`src/verilog/ucdb_pkg.sv`:
```
// Functional notes
// 9-bit filter: flag only if ninth bit set
// Bit 4 enables reception
// Bit 3 sent as ninth bit in 9-bit mode
// Bit 2 gets stop or ninth bit
// Transmit-done set at stop bit start
// Transmit-done requests interrupt, software clears
// Receive-done set at stop bit sampling
// Receive-done requests interrupt, software clears
// Data write loads shifter, starts transmission; the code queues the write and loads the shifter once the transmitter is idle
// Data read returns receive latch
// Software sets timer reload for baud
// 9-bit frame is eleven bits
// Load only if receive-done clear, filter met
// Bit 7 selects 8 or 9-bit frames
// 8-bit filter: flag only if stop set
// Interrupt is enabled OR of flags
package ucdb_pkg;
	// ****************************************
	// Register map
	// ****************************************
	localparam logic [7:0] CTRL_ADDR  = 8'h98;
	localparam logic [7:0] DATA_ADDR  = 8'h99;
	localparam logic [7:0] CTRL_RESET = 8'h40;
	localparam logic [7:0] DATA_RESET = 8'h00;
	localparam int         BIT_MODE   = 7;
	localparam int         BIT_ONE    = 6;
	localparam int         BIT_MCE    = 5;
	localparam int         BIT_REN    = 4;
	localparam int         BIT_TB8    = 3;
	localparam int         BIT_RB8    = 2;
	localparam int         BIT_TI     = 1;
	localparam int         BIT_RI     = 0;

	// ****************************************
	// Framing and timing
	// ****************************************
	localparam int         DATA_BITS    = 8;
	localparam int         OVF_PER_BIT  = 2;
	localparam int         FIFO_DEPTH   = 16;
	localparam logic [7:0] RELOAD_115K2 = 8'h96;
	localparam int         DIVIDE_115K2 = 212;
endpackage

```
`src/verilog/ucdb_tick_div.sv`:
```
`timescale 1ns/1ps
module ucdb_tick_div #(
	parameter int DIV = 2
) (
	input  wire logic clk,
	input  wire logic rst,
	input  wire logic sync_clr,
	input  wire logic tick_in,
	output logic      tick_out
);
	// ****************************************
	// Divide timer overflows to bit enables
	// ****************************************
	localparam int CW = $clog2(DIV+1);
	logic [CW-1:0] cnt_q;

	always_ff @(posedge clk or posedge rst) begin
		if (rst) begin
			cnt_q    <= '0;
			tick_out <= 1'b0;
		end else if (sync_clr) begin
			cnt_q    <= '0;
			tick_out <= 1'b0;
		end else begin
			tick_out <= 1'b0;
			if (tick_in) begin
				if (cnt_q == CW'(DIV - 1)) begin
					cnt_q    <= '0;
					tick_out <= 1'b1;
				end else begin
					cnt_q <= cnt_q + 1'b1;
				end
			end
		end
	end
endmodule

```
`src/verilog/ucdb_fifo.sv`:
```
`timescale 1ns/1ps
module ucdb_fifo #(
	parameter int WIDTH = 9,
	parameter int DEPTH = 16
) (
	input  wire logic             clk,
	input  wire logic             rst,
	input  wire logic             in_valid,
	output logic                  in_ready,
	input  wire logic [WIDTH-1:0] in_data,
	output logic                  out_valid,
	input  wire logic             out_ready,
	output logic      [WIDTH-1:0] out_data
);
	// ****************************************
	// Storage and pointers
	// ****************************************
	localparam int AW = $clog2(DEPTH);
	logic [WIDTH-1:0] mem [DEPTH];
	logic [AW-1:0]    wr_q;
	logic [AW-1:0]    rd_q;
	logic [AW:0]      cnt_q;
	logic             push;
	logic             pop;

	assign push     = in_valid && in_ready;
	assign pop      = out_valid && out_ready;
	assign out_data = mem[rd_q];

	always_ff @(posedge clk) begin
		if (push) begin
			mem[wr_q] <= in_data;
		end
	end

	// Flags kept in flops so ready is glitch free
	always_ff @(posedge clk or posedge rst) begin
		if (rst) begin
			wr_q      <= '0;
			rd_q      <= '0;
			cnt_q     <= '0;
			in_ready  <= 1'b1;
			out_valid <= 1'b0;
		end else begin
			if (push) begin
				wr_q <= (wr_q == AW'(DEPTH - 1)) ? '0 : wr_q + 1'b1;
			end
			if (pop) begin
				rd_q <= (rd_q == AW'(DEPTH - 1)) ? '0 : rd_q + 1'b1;
			end
			if (push && !pop) begin
				cnt_q     <= cnt_q + 1'b1;
				in_ready  <= (cnt_q != (AW+1)'(DEPTH - 1));
				out_valid <= 1'b1;
			end else if (pop && !push) begin
				cnt_q     <= cnt_q - 1'b1;
				in_ready  <= 1'b1;
				out_valid <= (cnt_q != (AW+1)'(1));
			end
		end
	end
endmodule

```
`src/verilog/ucdb_uart.sv`:
```
`timescale 1ns/1ps
module ucdb_uart #(
	parameter int FIFO_WIDTH = 9,
	parameter int FIFO_DEPTH = ucdb_pkg::FIFO_DEPTH
) (
	input  wire logic       clk,
	input  wire logic       rst,
	input  wire logic [7:0] sfr_addr,
	input  wire logic       sfr_wr,
	input  wire logic [7:0] sfr_wdata,
	input  wire logic       sfr_rd,
	output logic      [7:0] sfr_rdata,
	output logic            sfr_wr_ready,
	input  wire logic       timer_ovf,
	input  wire logic       port_irq_enable,
	input  wire logic       rxd,
	output logic            txd,
	output logic            port_irq
);
	// ****************************************
	// Types and declarations
	// ****************************************
	typedef enum logic [4:0] {
		TX_IDLE  = 5'h01,
		TX_START = 5'h02,
		TX_DATA  = 5'h04,
		TX_NINTH = 5'h08,
		TX_STOP  = 5'h10
	} ucdb_tx_e;

	typedef enum logic [4:0] {
		RX_IDLE  = 5'h01,
		RX_START = 5'h02,
		RX_DATA  = 5'h04,
		RX_NINTH = 5'h08,
		RX_STOP  = 5'h10
	} ucdb_rx_e;

	ucdb_tx_e   tx_st_q;
	ucdb_rx_e   rx_st_q;
	logic       mode9_q;
	logic       mce_q;
	logic       ren_q;
	logic       tb8_q;
	logic       rb8_q;
	logic       ti_q;
	logic       ri_q;
	logic [7:0] rx_latch_q;
	logic [7:0] tx_shift_q;
	logic       tx_bit9_q;
	logic [2:0] tx_cnt_q;
	logic [7:0] rx_shift_q;
	logic [2:0] rx_cnt_q;
	logic       rx_half_q;
	logic       rxd_prev_q;
	logic       rx_ninth_q;
	logic       tx_tick;
	logic       tx_go;
	logic       fifo_valid;
	logic [8:0] fifo_data;
	logic       wr_ctrl;
	logic       wr_data;
	logic       ti_set;
	logic       ri_set;
	logic       rx_mid;
	logic       rx_accept;
	logic       rx_check_bit;

	assign wr_ctrl = sfr_wr && (sfr_addr == ucdb_pkg::CTRL_ADDR);
	assign wr_data = sfr_wr && (sfr_addr == ucdb_pkg::DATA_ADDR);

	// ****************************************
	// Transmit buffer
	// ****************************************
	// Queue decouples software writes from line rate; a full queue drops
	// the write, so software must watch sfr_wr_ready.
	ucdb_fifo #(
		.WIDTH (FIFO_WIDTH),
		.DEPTH (FIFO_DEPTH)
	) u_fifo (
		.clk       (clk),
		.rst       (rst),
		.in_valid  (wr_data),
		.in_ready  (sfr_wr_ready),
		// capture ninth bit
		.in_data   ({tb8_q, sfr_wdata}),
		.out_valid (fifo_valid),
		.out_ready (tx_go),
		.out_data  (fifo_data)
	);

	// start at once if idle
	assign tx_go = fifo_valid && (tx_st_q == TX_IDLE);

	ucdb_tick_div #(
		.DIV (ucdb_pkg::OVF_PER_BIT)
	) u_tick (
		.clk      (clk),
		.rst      (rst),
		.sync_clr (tx_go),
		.tick_in  (timer_ovf),
		.tick_out (tx_tick)
	);

	// ****************************************
	// Control register
	// ****************************************
	// frame length select
	always_ff @(posedge clk or posedge rst) begin
		if (rst) begin
			mode9_q <= ucdb_pkg::CTRL_RESET[ucdb_pkg::BIT_MODE];
			mce_q   <= ucdb_pkg::CTRL_RESET[ucdb_pkg::BIT_MCE];
			ren_q   <= ucdb_pkg::CTRL_RESET[ucdb_pkg::BIT_REN];
			tb8_q   <= ucdb_pkg::CTRL_RESET[ucdb_pkg::BIT_TB8];
		end else if (wr_ctrl) begin
			mode9_q <= sfr_wdata[ucdb_pkg::BIT_MODE];
			mce_q   <= sfr_wdata[ucdb_pkg::BIT_MCE];
			ren_q   <= sfr_wdata[ucdb_pkg::BIT_REN];
			tb8_q   <= sfr_wdata[ucdb_pkg::BIT_TB8];
		end
	end

	// ****************************************
	// Done flags
	// ****************************************
	// set entering stop bit
	assign ti_set = tx_tick && (tx_st_q == TX_DATA) && (tx_cnt_q == 3'h7) && !mode9_q
		|| tx_tick && (tx_st_q == TX_NINTH);

	// hardware only sets
	always_ff @(posedge clk or posedge rst) begin
		if (rst) begin
			ti_q <= ucdb_pkg::CTRL_RESET[ucdb_pkg::BIT_TI];
		end else if (ti_set) begin
			ti_q <= 1'b1;
		end else if (wr_ctrl) begin
			ti_q <= sfr_wdata[ucdb_pkg::BIT_TI];
		end
	end

	// hardware only sets, set wins
	always_ff @(posedge clk or posedge rst) begin
		if (rst) begin
			ri_q <= ucdb_pkg::CTRL_RESET[ucdb_pkg::BIT_RI];
		end else if (ri_set) begin
			ri_q <= 1'b1;
		end else if (wr_ctrl) begin
			ri_q <= sfr_wdata[ucdb_pkg::BIT_RI];
		end
	end

	// gated OR of flags
	always_ff @(posedge clk or posedge rst) begin
		if (rst) begin
			port_irq <= 1'b0;
		end else begin
			port_irq <= port_irq_enable && (ti_q || ti_set || ri_q || ri_set);
		end
	end

	// ****************************************
	// Transmitter
	// ****************************************
	// start, eight data, ninth, stop
	always_ff @(posedge clk or posedge rst) begin
		if (rst) begin
			tx_st_q    <= TX_IDLE;
			tx_shift_q <= 8'h00;
			tx_bit9_q  <= 1'b0;
			tx_cnt_q   <= 3'h0;
			txd        <= 1'b1;
		end else begin
			case (tx_st_q)
				TX_IDLE: begin
					txd <= 1'b1;
					if (tx_go) begin
						tx_shift_q <= fifo_data[7:0];
						tx_bit9_q  <= fifo_data[8];
						tx_cnt_q   <= 3'h0;
						txd        <= 1'b0;
						tx_st_q    <= TX_START;
					end
				end
				TX_START: begin
					if (tx_tick) begin
						txd     <= tx_shift_q[0];
						tx_st_q <= TX_DATA;
					end
				end
				TX_DATA: begin
					if (tx_tick) begin
						tx_cnt_q <= tx_cnt_q + 1'b1;
						if (tx_cnt_q == 3'h7) begin
							// ninth bit only in 9-bit mode
							txd     <= mode9_q ? tx_bit9_q : 1'b1;
							tx_st_q <= mode9_q ? TX_NINTH : TX_STOP;
						end else begin
							txd        <= tx_shift_q[1];
							tx_shift_q <= {1'b0, tx_shift_q[7:1]};
						end
					end
				end
				TX_NINTH: begin
					if (tx_tick) begin
						txd     <= 1'b1;
						tx_st_q <= TX_STOP;
					end
				end
				TX_STOP: begin
					if (tx_tick) begin
						tx_st_q <= TX_IDLE;
					end
				end
				default: begin
					tx_st_q <= TX_IDLE;
					txd     <= 1'b1;
				end
			endcase
		end
	end

	// ****************************************
	// Receiver
	// ****************************************
	// Mid-bit sample every second overflow after the start edge
	assign rx_mid = timer_ovf && !rx_half_q;

	// ninth bit in 9-bit mode; R15: stop bit in 8-bit mode
	assign rx_check_bit = mode9_q ? rx_ninth_q : rxd;

	// load only if flag clear and filter met
	assign rx_accept = (rx_st_q == RX_STOP) && rx_mid && !ri_q && (!mce_q || rx_check_bit);

	// set at stop sampling
	assign ri_set = rx_accept;

	always_ff @(posedge clk or posedge rst) begin
		if (rst) begin
			rxd_prev_q <= 1'b1;
		end else begin
			rxd_prev_q <= rxd;
		end
	end

	// receive enable gates the state machine
	always_ff @(posedge clk or posedge rst) begin
		if (rst) begin
			rx_st_q    <= RX_IDLE;
			rx_half_q  <= 1'b0;
			rx_cnt_q   <= 3'h0;
			rx_shift_q <= 8'h00;
			rx_ninth_q <= 1'b0;
		end else if (!ren_q) begin
			rx_st_q <= RX_IDLE;
		end else begin
			if (timer_ovf && rx_st_q != RX_IDLE) begin
				rx_half_q <= !rx_half_q;
			end
			case (rx_st_q)
				RX_IDLE: begin
					if (rxd_prev_q && !rxd) begin
						rx_half_q <= 1'b1;
						rx_cnt_q  <= 3'h0;
						rx_st_q   <= RX_START;
					end
				end
				RX_START: begin
					// False start rejected on a high mid-bit
					if (rx_mid) begin
						rx_st_q <= rxd ? RX_IDLE : RX_DATA;
					end
				end
				RX_DATA: begin
					if (rx_mid) begin
						rx_shift_q <= {rxd, rx_shift_q[7:1]};
						rx_cnt_q   <= rx_cnt_q + 1'b1;
						if (rx_cnt_q == 3'h7) begin
							rx_st_q <= mode9_q ? RX_NINTH : RX_STOP;
						end
					end
				end
				RX_NINTH: begin
					if (rx_mid) begin
						rx_ninth_q <= rxd;
						rx_st_q    <= RX_STOP;
					end
				end
				RX_STOP: begin
					if (rx_mid) begin
						rx_st_q <= RX_IDLE;
					end
				end
				default: begin
					rx_st_q <= RX_IDLE;
				end
			endcase
		end
	end

	// stop bit or ninth bit
	always_ff @(posedge clk or posedge rst) begin
		if (rst) begin
			rb8_q      <= ucdb_pkg::CTRL_RESET[ucdb_pkg::BIT_RB8];
			rx_latch_q <= ucdb_pkg::DATA_RESET;
		end else if (rx_accept) begin
			rb8_q      <= rx_check_bit;
			rx_latch_q <= rx_shift_q;
		end else if (wr_ctrl) begin
			rb8_q <= sfr_wdata[ucdb_pkg::BIT_RB8];
		end
	end

	// ****************************************
	// Read path
	// ****************************************
	// data read returns receive latch
	always_ff @(posedge clk or posedge rst) begin
		if (rst) begin
			sfr_rdata <= 8'h00;
		end else if (sfr_rd) begin
			case (sfr_addr)
				ucdb_pkg::CTRL_ADDR: sfr_rdata <= {mode9_q, 1'b1, mce_q, ren_q, tb8_q, rb8_q, ti_q, ri_q};
				ucdb_pkg::DATA_ADDR: sfr_rdata <= rx_latch_q;
				default:             sfr_rdata <= 8'h00;
			endcase
		end
	end
endmodule

```
`config.mk`:
```
export PLATFORM = sky130hd
export DESIGN_NAME = ucdb_uart
export DESIGN_NICKNAME = d
export VERILOG_FILES = /design/src/verilog/ucdb_pkg.sv /design/src/verilog/ucdb_tick_div.sv /design/src/verilog/ucdb_fifo.sv /design/src/verilog/ucdb_uart.sv
export SDC_FILE = /design/constraint.sdc
export NUM_CORES = 1
export LEC_CHECK = 0
export ABC_AREA = 1
export BUFFER_PORTS_ARGS = -buffer_cell sky130_fd_sc_hd__buf_2
export CAP_MARGIN = 20
export CORE_MARGIN = 2
export CORE_UTILIZATION = 30
export CTS_BUF_LIST = sky130_fd_sc_hd__clkbuf_2
export CTS_CLUSTER_SIZE = 10
export DETAILED_ROUTE_END_ITERATION = 10
export PLACE_DENSITY = 0.47
export SLEW_MARGIN = 5
export SYNTH_ARGS = -nofsm -noshare
export SYNTH_HDL_FRONTEND = slang
export SYNTH_SLANG_ARGS = --single-unit
```
`constraint.sdc`:
```
create_clock -name clk -period 2.3 [get_ports clk]
set_clock_uncertainty 0.2 [all_clocks]
set_input_delay 0.115 -clock clk [delete_from_list [all_inputs] [get_ports clk]]
set_output_delay 0.115 -clock clk [all_outputs]
set_load 0.005 [all_outputs]
```
==> run summary, run 1 <==
The run finished, with violations left. The checks that failed: negative setup slack. The clock tree from TritonCTS is yes. Setup violations remaining at the end of the flow were counted as 33.

The count of flip-flops with a built-in enable after synthesis came out at 144. The count of final hold-check violations came out at 0. The die is 188 um tall. Dividing the final minimum period by the clock period gives 1.03. The library cell used most frequently in the layout, excluding fill and tap cells, is nand2_1. The footprint of the multi-input gates came out at 0.00321 mm^2.

Hold timing on the final database bottoms out at a slack of 104 ps. Of the cells placed in the final design, the portion with a size suffix greater than 1 is 0.172. The count of buffers added on input and output ports is 33.

The critical path capture point type is a flip-flop. The initial antenna violation count came out at 1. The pin count of the biggest net entering global routing is 51. Data on the critical path is required at its endpoint by 2650 ps. The tightest min-delay check is of the primary input to flip-flop type. After detailed routing, the average wire length per cell comes to 15.3 um. The synthesized design contains 223 register bits. Data arrives at the worst endpoint at 2720 ps.

The final-report max-slew violation count is 0. The netlist area before placement is 0.0102 mm^2. The sum of negative setup slack is -1090 ps.

The highest achievable clock rate came out at 0.423 GHz. The routability-driven placement congestion ratio is 0.802. The core region area came out at 0.0335 mm^2. The average cell area after synthesis is 9.42 um^2.

The maximum fanout encountered on the critical timing path came out at 9. The count of boundary I/O pins came out at 34. The placement-stage cell area is 0.0110 mm^2. The floorplan step set the die width to 188 um. The initial utilization of the core area, before any placement, comes to 0.304. The wire-length estimate of the detail-placed layout is 16.2 mm.

The synthesized instance count is 1,083. The setup slack of the critical path after layout is -64.2 ps. After detailed routing, the number of vias per cell comes to 4.43. The share of synthesized area in the top cell type comes to 0.424.

The final-stage net count came out at 1,274. The post-synthesis cell type with the largest combined area is edfxtp_1. The number of fillers in the final layout is 3,501. Synthesis instantiated 41 different standard cells from the library. The relative max-transition margin is 0.469.

The sequential cell area came out at 0.00631 mm^2. The vias after detailed routing is 7,660. The global-route congestion overflow total is 0. The number of global-route vias before repair came to 7,727. Overall power consumption after layout is estimated at 11,700 uW. The insertion delay to the later sink of the worst-skew pair is 850 ps.

The library cells used most frequently in the layout, excluding fill and tap cells, are nand2_1 (317), edfxtp_1 (144), inv_1 (141), nand3_1 (117), clkbuf_2 (96). The clock tree root buffer cell is clkbuf_2. The wire length of the first global-routing pass came out at 42.1 mm.

The warning count from the yosys run is 0. By area the synthesized netlist is led by edfxtp_1 (42%), dfrtp_1 (18%), nand2_1 (12%), nand3_1 (5.8%), inv_1 (5.3%). The clock transition at the register clock pins on the worst setup and hold paths after CTS came out at 100 ps. The pin slew with the least headroom to its limit is 794 ps.

For this block, the initial DRC count from the detailed router was 443. Of the synthesized area, sequential elements account for 0.618. The worst setup path is of the primary input to flip-flop kind.

The power per unit of standard cell area came out at 953 mW/mm^2. The net count after synthesis came out at 1,120. For this run, asynchronously set or reset flops after synthesis account for 0.354.

The DRC violation count after routing is 0. The die covers 0.0355 mm^2. The floorplan has 67 rows.

The reported leakage power came out at 0.00555 uW. The H-tree level count is 2. The flip-flop cell with the highest count after synthesis is edfxtp_1. The post-detailed-route count of antenna-violating nets came out at 0. The clock drives 223 sinks. The routed wire length is 26.5 mm. VDD sags by at most 0.419 mV.

The maximum clock insertion buffer count came out at 3. The count of maximum capacitance violations is 0. The first TritonRoute pass finished after 5 iterations. The final instance area came out at 0.0123 mm^2. STA classifies the critical path startpoint as a primary input. The shortest clock period the worst path allows after layout is 2360 ps. The number of buffers added by the clock tree synthesis step is 58. The synthesis-to-layout area growth came out at 20.5%.

The global routing usage summed across all routing layers came out at 0.154.
==> flip-flops by register name (all words and copies together), names as in the netlist, 5 cells and up <==
name and flops:
rx_st_q 5, u_fifo.mem 144, u_fifo.cnt_q 5, sfr_rdata 8, rx_latch_q 8, tx_st_q 5, tx_shift_q 8, rx_shift_q 8
==> per-stage QoR <==
| step | std cells | util | setup WS (ps) |
|---|---|---|---|
| after floorplan | 1083 | - | 124 |
| after global placement | 1561 | 0.329 | 197 |
| after detailed placement | 1561 | 0.329 | 175 |
| after CTS | 1724 | 0.363 | 94.7 |
| after global routing | 1729 | 0.367 | -64.7 |
| final | 1729 | 0.367 | -64.2 |
==> metal layers <==
layer,GRT usage,wire length [um]
met1,0.197,12000
met2,0.259,12700
met3,0.0313,1180
met4,0.0529,601
met5,0,0
==> cells in the mapped netlist (2+ instances only) <==
| master | number |
|---|---|
| nand3_1 | 119 |
| nand4_1 | 11 |
| dfstp_2 | 5 |
| o21ai_0 | 27 |
| o21ai_1 | 23 |
| nand2_4 | 2 |
| inv_2 | 5 |
| nor2_1 | 89 |
| clkbuf_1 | 14 |
| nand2_2 | 3 |
| edfxtp_1 | 144 |
| o21bai_1 | 2 |
| nand3b_1 | 2 |
| dfrtp_1 | 74 |
| or2_0 | 2 |
| nand3_4 | 2 |
| nor2_2 | 7 |
| buf_2 | 13 |
| a21oi_1 | 16 |
| inv_1 | 144 |
| xor2_1 | 6 |
| a31oi_1 | 9 |
| nand2_1 | 322 |
| buf_4 | 5 |
| buf_6 | 2 |
| nor2_4 | 3 |
| ha_1 | 14 |
| nor3_1 | 4 |
| clkinv_1 | 2 |
==> final timing paths <==
kind	start	to	slack, ps	depth (start not counted)
setup / recovery	sfr_addr[6]	u_fifo.mem[11][6]$_DFFE_PP_	-60	13
hold / removal	sfr_wdata[4]	u_fifo.mem[11][4]$_DFFE_PP_	100	2
setup reg to reg	tx_st_q[0]$_DFFE_PP1P_	tx_shift_q[4]$_DFFE_PP0P_	310	9
hold reg to reg	txd$_DFFE_PP1P_	txd$_DFFE_PP1P_	270	2
max in group asynchronous	rst	u_fifo.in_ready$_DFFE_PP1P_	1080	5
min in group asynchronous	rst	rx_half_q$_DFFE_PP0P_	190	4
==> final cells by class <==
class | instances | share of cell area
repair buffers | 129 | 0.0897
flip-flops and latches | 223 | 0.513
clock buffers | 96 | 0.0391
inverters | 152 | 0.0471
diodes | 1 | 0.000204
multi-input cells | 673 | 0.261
clock inverters | 7 | 0.00448
well taps | 448 | 0.0456
==> report_power, final <==
group | total [uW] | internal, uW | switching (uW)
logic | 3980 | 1320 | 2660
registers | 4940 | 4620 | 320
clock network | 2790 | 1190 | 1600
total | 11700 | 7130 | 4590
==> what timing repair did <==
action,4_1_cts,5_1_grt
hold endpoints to repair,408,0
hold buffers,60,0
buffers inserted,0,3
endpoints found under the setup margin,0,116
resized for setup,0,29
==> worst max-delay path, stage by stage <==
cell           delay (ps)
dlygate4sd3_1         540
buf_2                 130
dlygate4sd3_1         580
nor2_2                160
nand3_2               130
inv_2                  90
nand2_1                80
nor3_4                210
buf_12                150
buf_4                 110
nand3_2               100
nor2_1                140
buf_6                 180
==> logic make-up after synthesis <==
family	synth area share
and+or+nand+nor	0.244
DFF	0.618
buffers and inverters	0.0742
AOI/OAI and AO/OA	0.0408
adders and majority gates	0.0172
xor gates and xnor gates	0.00601
Note: power is estimated with default switching activity, not from simulation.
==> run 2, diff against run 1 <==
- CORE_UTILIZATION: 30 -> 45
- PLACE_DENSITY: 0.47 -> 0.64
==> run summary, run 2 (same netlist as run 1, synthesis figures left out) <==
The detailed-routed wire length on met3 came out at 1.33 mm (+13%). The slowest stage of the critical path belongs to the cell dlygate4sd3_1. The maximum fanout encountered on the critical timing path came out at 9 (unchanged). The routability-driven placement congestion ratio was 0.844 (+5.2%).

The CTS sink count is 223 (unchanged). The number of buffers and inverters on the critical path came to 5 (-2). The violation count after the first detailed-route iteration came to 571 (+29%). The vertical die dimension is 155 um (-18%). The routed wire length is 23.5 mm (-11%).

The internal cell power came to 6870 uW (-3.6%). The global-route congestion overflow total came out at 0 (unchanged). The number of cells in the finished layout apart from fillers came out at 1,531 (-11%).

The initial cell density of the core is 0.455 (+0.151). The synthesis-to-layout area growth came out at 14.4%. The clock transition at the register clock pins on the worst setup and hold paths after CTS came out at 120 ps (+20 ps). The quantity of I/O buffers inserted on ports came to 33 (unchanged). The global routing usage summed across all routing layers was 0.204 (+0.0505). The count of placed standard cells including taps came out at 1,393 (-11%). The flip-flop count of the largest register after layout is 144 (unchanged). The count of boundary I/O pins came out at 34 (unchanged). The final HPWL from detailed placement came out at 14.7 mm (-9.8%). The reported leakage power is 0.00538 uW (-3.1%). The ratio of final minimum period to clock period came out at 1.01 (-0.0184). The setup slack of the critical path after layout came out at -21.8 ps (+42.3 ps).

The final reports fail on negative setup slack. The count of maximum capacitance violations is 0 (unchanged). The DRC violation count after routing is 0 (unchanged). Setup repair after global routing could not meet its margin everywhere. The relative max-transition margin came out at 0.549 (+0.0794). The clock group share of total power is 0.228 (-0.010). The insertion delay to the later sink of the worst-skew pair came out at 830 ps (-20 ps).

The sum of negative setup slack came out at -112 ps (+974 ps). The number of search-and-repair iterations in the first detailed-routing pass is 5 (unchanged). The pin slew with the least headroom to its limit came out at 677 ps (-116 ps). The number of buffers added by the clock tree synthesis step was 55 (-5.2%). The shortest clock period the worst path allows after layout came to 2320 ps (-42.3 ps). The footprint of the multi-input gates is 0.00316 mm^2 (-1.4%). The H-tree level count is 2 (unchanged).

TritonCTS built the clock tree. The portion of total power attributed to sequential cells is 0.433 (+0.011). The proportion of total power due to net switching came out at 0.396 (+0.00450).

The initial antenna violation count came out at 1 (unchanged). The wire length of the first global-routing pass came out at 38.4 mm (-8.8%). The count of final hold-check violations came out at 0 (unchanged). The final number of setup-violating endpoints is 7 (-79%). The length of routed wiring on met1 came out at 10.5 mm (-12%).

The sequential cell area is 0.00631 mm^2 (unchanged). The worst setup path is captured at a flip-flop. The number of rows in the core area is 55 (-18%). The chip width came out at 155 um (-18%). The part of the total power dissipated in combinational logic is 0.339 (about the same).

The final-stage net count is 1,239 (-2.7%). More flip-flops sit in one register than any other, and that register is u_fifo.mem. The root buffer cell chosen for the clock tree is clkbuf_2. The maximum clock insertion buffer count is 3 (unchanged). STA classifies the critical path startpoint as a primary input.

The post-detailed-route count of antenna-violating nets is 0 (unchanged). The final-report max-slew violation count came out at 0 (unchanged). Walking the worst path, the cells encountered are dlygate4sd3_1 -> buf_2 -> nor2_1 -> dlygate4sd3_1 -> nand3_2 -> inv_2 -> nand2_1 -> nor3_4 -> nand2_1 -> nor2_1 -> buf_4. The data required time of the critical path is 2580 ps (-70 ps). The top cell types in the final layout, fill and taps aside, are nand2_1 (321), edfxtp_1 (144), inv_1 (142), nand3_1 (118), nor2_1 (89). The most frequent standard cell in the layout excluding fill and tap cells is nand2_1.

The core region area is 0.0224 mm^2 (-33%). The power per unit of standard cell area came out at 974 mW/mm^2 (+2.3%). The total die area came to 0.0239 mm^2 (-33%).

The run finished, with violations left. Routed signal wires occupy layers up through met4. The class of the most critical hold timing path is primary input to flip-flop. The worst endpoint data arrival time is 2600 ps (-120 ps).

The critical path is of the primary input to flip-flop type. The met2 layer wire length in the routed design came out at 11.1 mm (-13%). The largest stage delay on the critical path came out at 590 ps (about the same).

The highest achievable clock rate came out at 0.431 GHz (+1.8%). The pin count of the biggest net entering global routing is 64 (+25%). The via-per-instance ratio is 4.94 (+12%). The critical path's top delay family is buffers and inverters. The number of global-route vias before repair is 7,501 (-2.9%).

The vias after detailed routing is 7,569 (-1.2%). The number of fillers in the final layout came out at 2,071 (-41%). The net switching component of the power is 4500 uW (-1.8%). The fraction of layout instances using a drive strength above 1 came out at 0.152 (-0.0201). The wire length per cell after detailed routing is 15.3 um (about the same). The worst vdd rail ir drop came out at 0.491 mV (+17%).
## run 2: changes by cell type in the layout (fill, tap and decap cells not counted), moves of 3 or more
cell and change:
dlygate4sd3_1 -24, nor2_1 +5, clkbuf_2 -10, nand2_1 +4
buf_6 -4, nor2_4 -3, buf_4 -3, clkinv_1 +8
nand2_2 -4
## run 2: worst paths after layout
check	cells past startpoint	endpoint	slack (ps)	start
setup / recovery	11	u_fifo.mem[8][4]$_DFFE_PP_	-20	sfr_addr[6]
hold / removal	2	u_fifo.mem[10][1]$_DFFE_PP_	80	sfr_wdata[1]
setup reg to reg	5	u_fifo.mem[8][4]$_DFFE_PP_	260	u_fifo.in_ready$_DFFE_PP1P_
hold reg to reg	2	txd$_DFFE_PP1P_	270	txd$_DFFE_PP1P_
max in group asynchronous	5	tx_st_q[0]$_DFFE_PP1P_	930	rst
min in group asynchronous	4	u_fifo.rd_q[3]$_DFFE_PP0P_	230	rst
## run 2: power groups by stage
stage / Clock, uW / Sequential [uW] / Combinational [uW]
after floorplan: 0 / 4910 / 2750
after global placement: 0 / 5000 / 3730
after detailed placement: 0 / 5000 / 3790
after CTS: 2690 / 4920 / 3850
after global routing: 2890 / 4980 / 4380
final: 2590 / 4920 / 3860
## run 2: timing repair
| item | 4_1_cts | 5_1_grt |
|---|---|---|
| hold buffers | 36 | 0 |
| setup endpoints to repair | 0 | 61 |
| gates resized for setup | 0 | 7 |
| setup buffers | 0 | 2 |
| hold endpoints to repair | 408 | 0 |
## run 2: routing by layer
layer | vias to the layer above | global-route usage
li1 | 3772 | -
met1 | 3522 | 0.274
met2 | 230 | 0.333
met3 | 45 | 0.0384
met4 | 0 | 0.0758
met5 | - | 0
## run 2: worst register-to-register path, stage by stage, from the launching register on
cell and delay, ps:
dfstp_2 560, nand2_1 80, nor3_4 230, nand2_1 250
nor2_1 150, buf_4 210
## run 2: layout make-up
class                           instances  share of cell area
Inverter                              152              0.0496
Antenna cell                            1            0.000214
Tap cell                              285              0.0306
Clock inverter                         14             0.00504
Multi-Input combinational cell        673               0.271
Sequential cell                       223               0.541
Clock buffer                           86              0.0369
Timing Repair Buffer                   97              0.0664
## run 2: per-stage QoR
stage	hold WS, ps	setup WS, ps	util	cell area [um^2]	total power (uW)
floorplan	-80.5	124	-	10200	7670
global placement	-33.9	225	0.481	10800	8730
detailed placement	-44.4	168	0.481	10800	8790
CTS	11.6	28.5	0.519	11600	11500
global route	22.2	-59.0	0.520	11700	12200
finish	76.1	-21.8	0.520	11700	11400
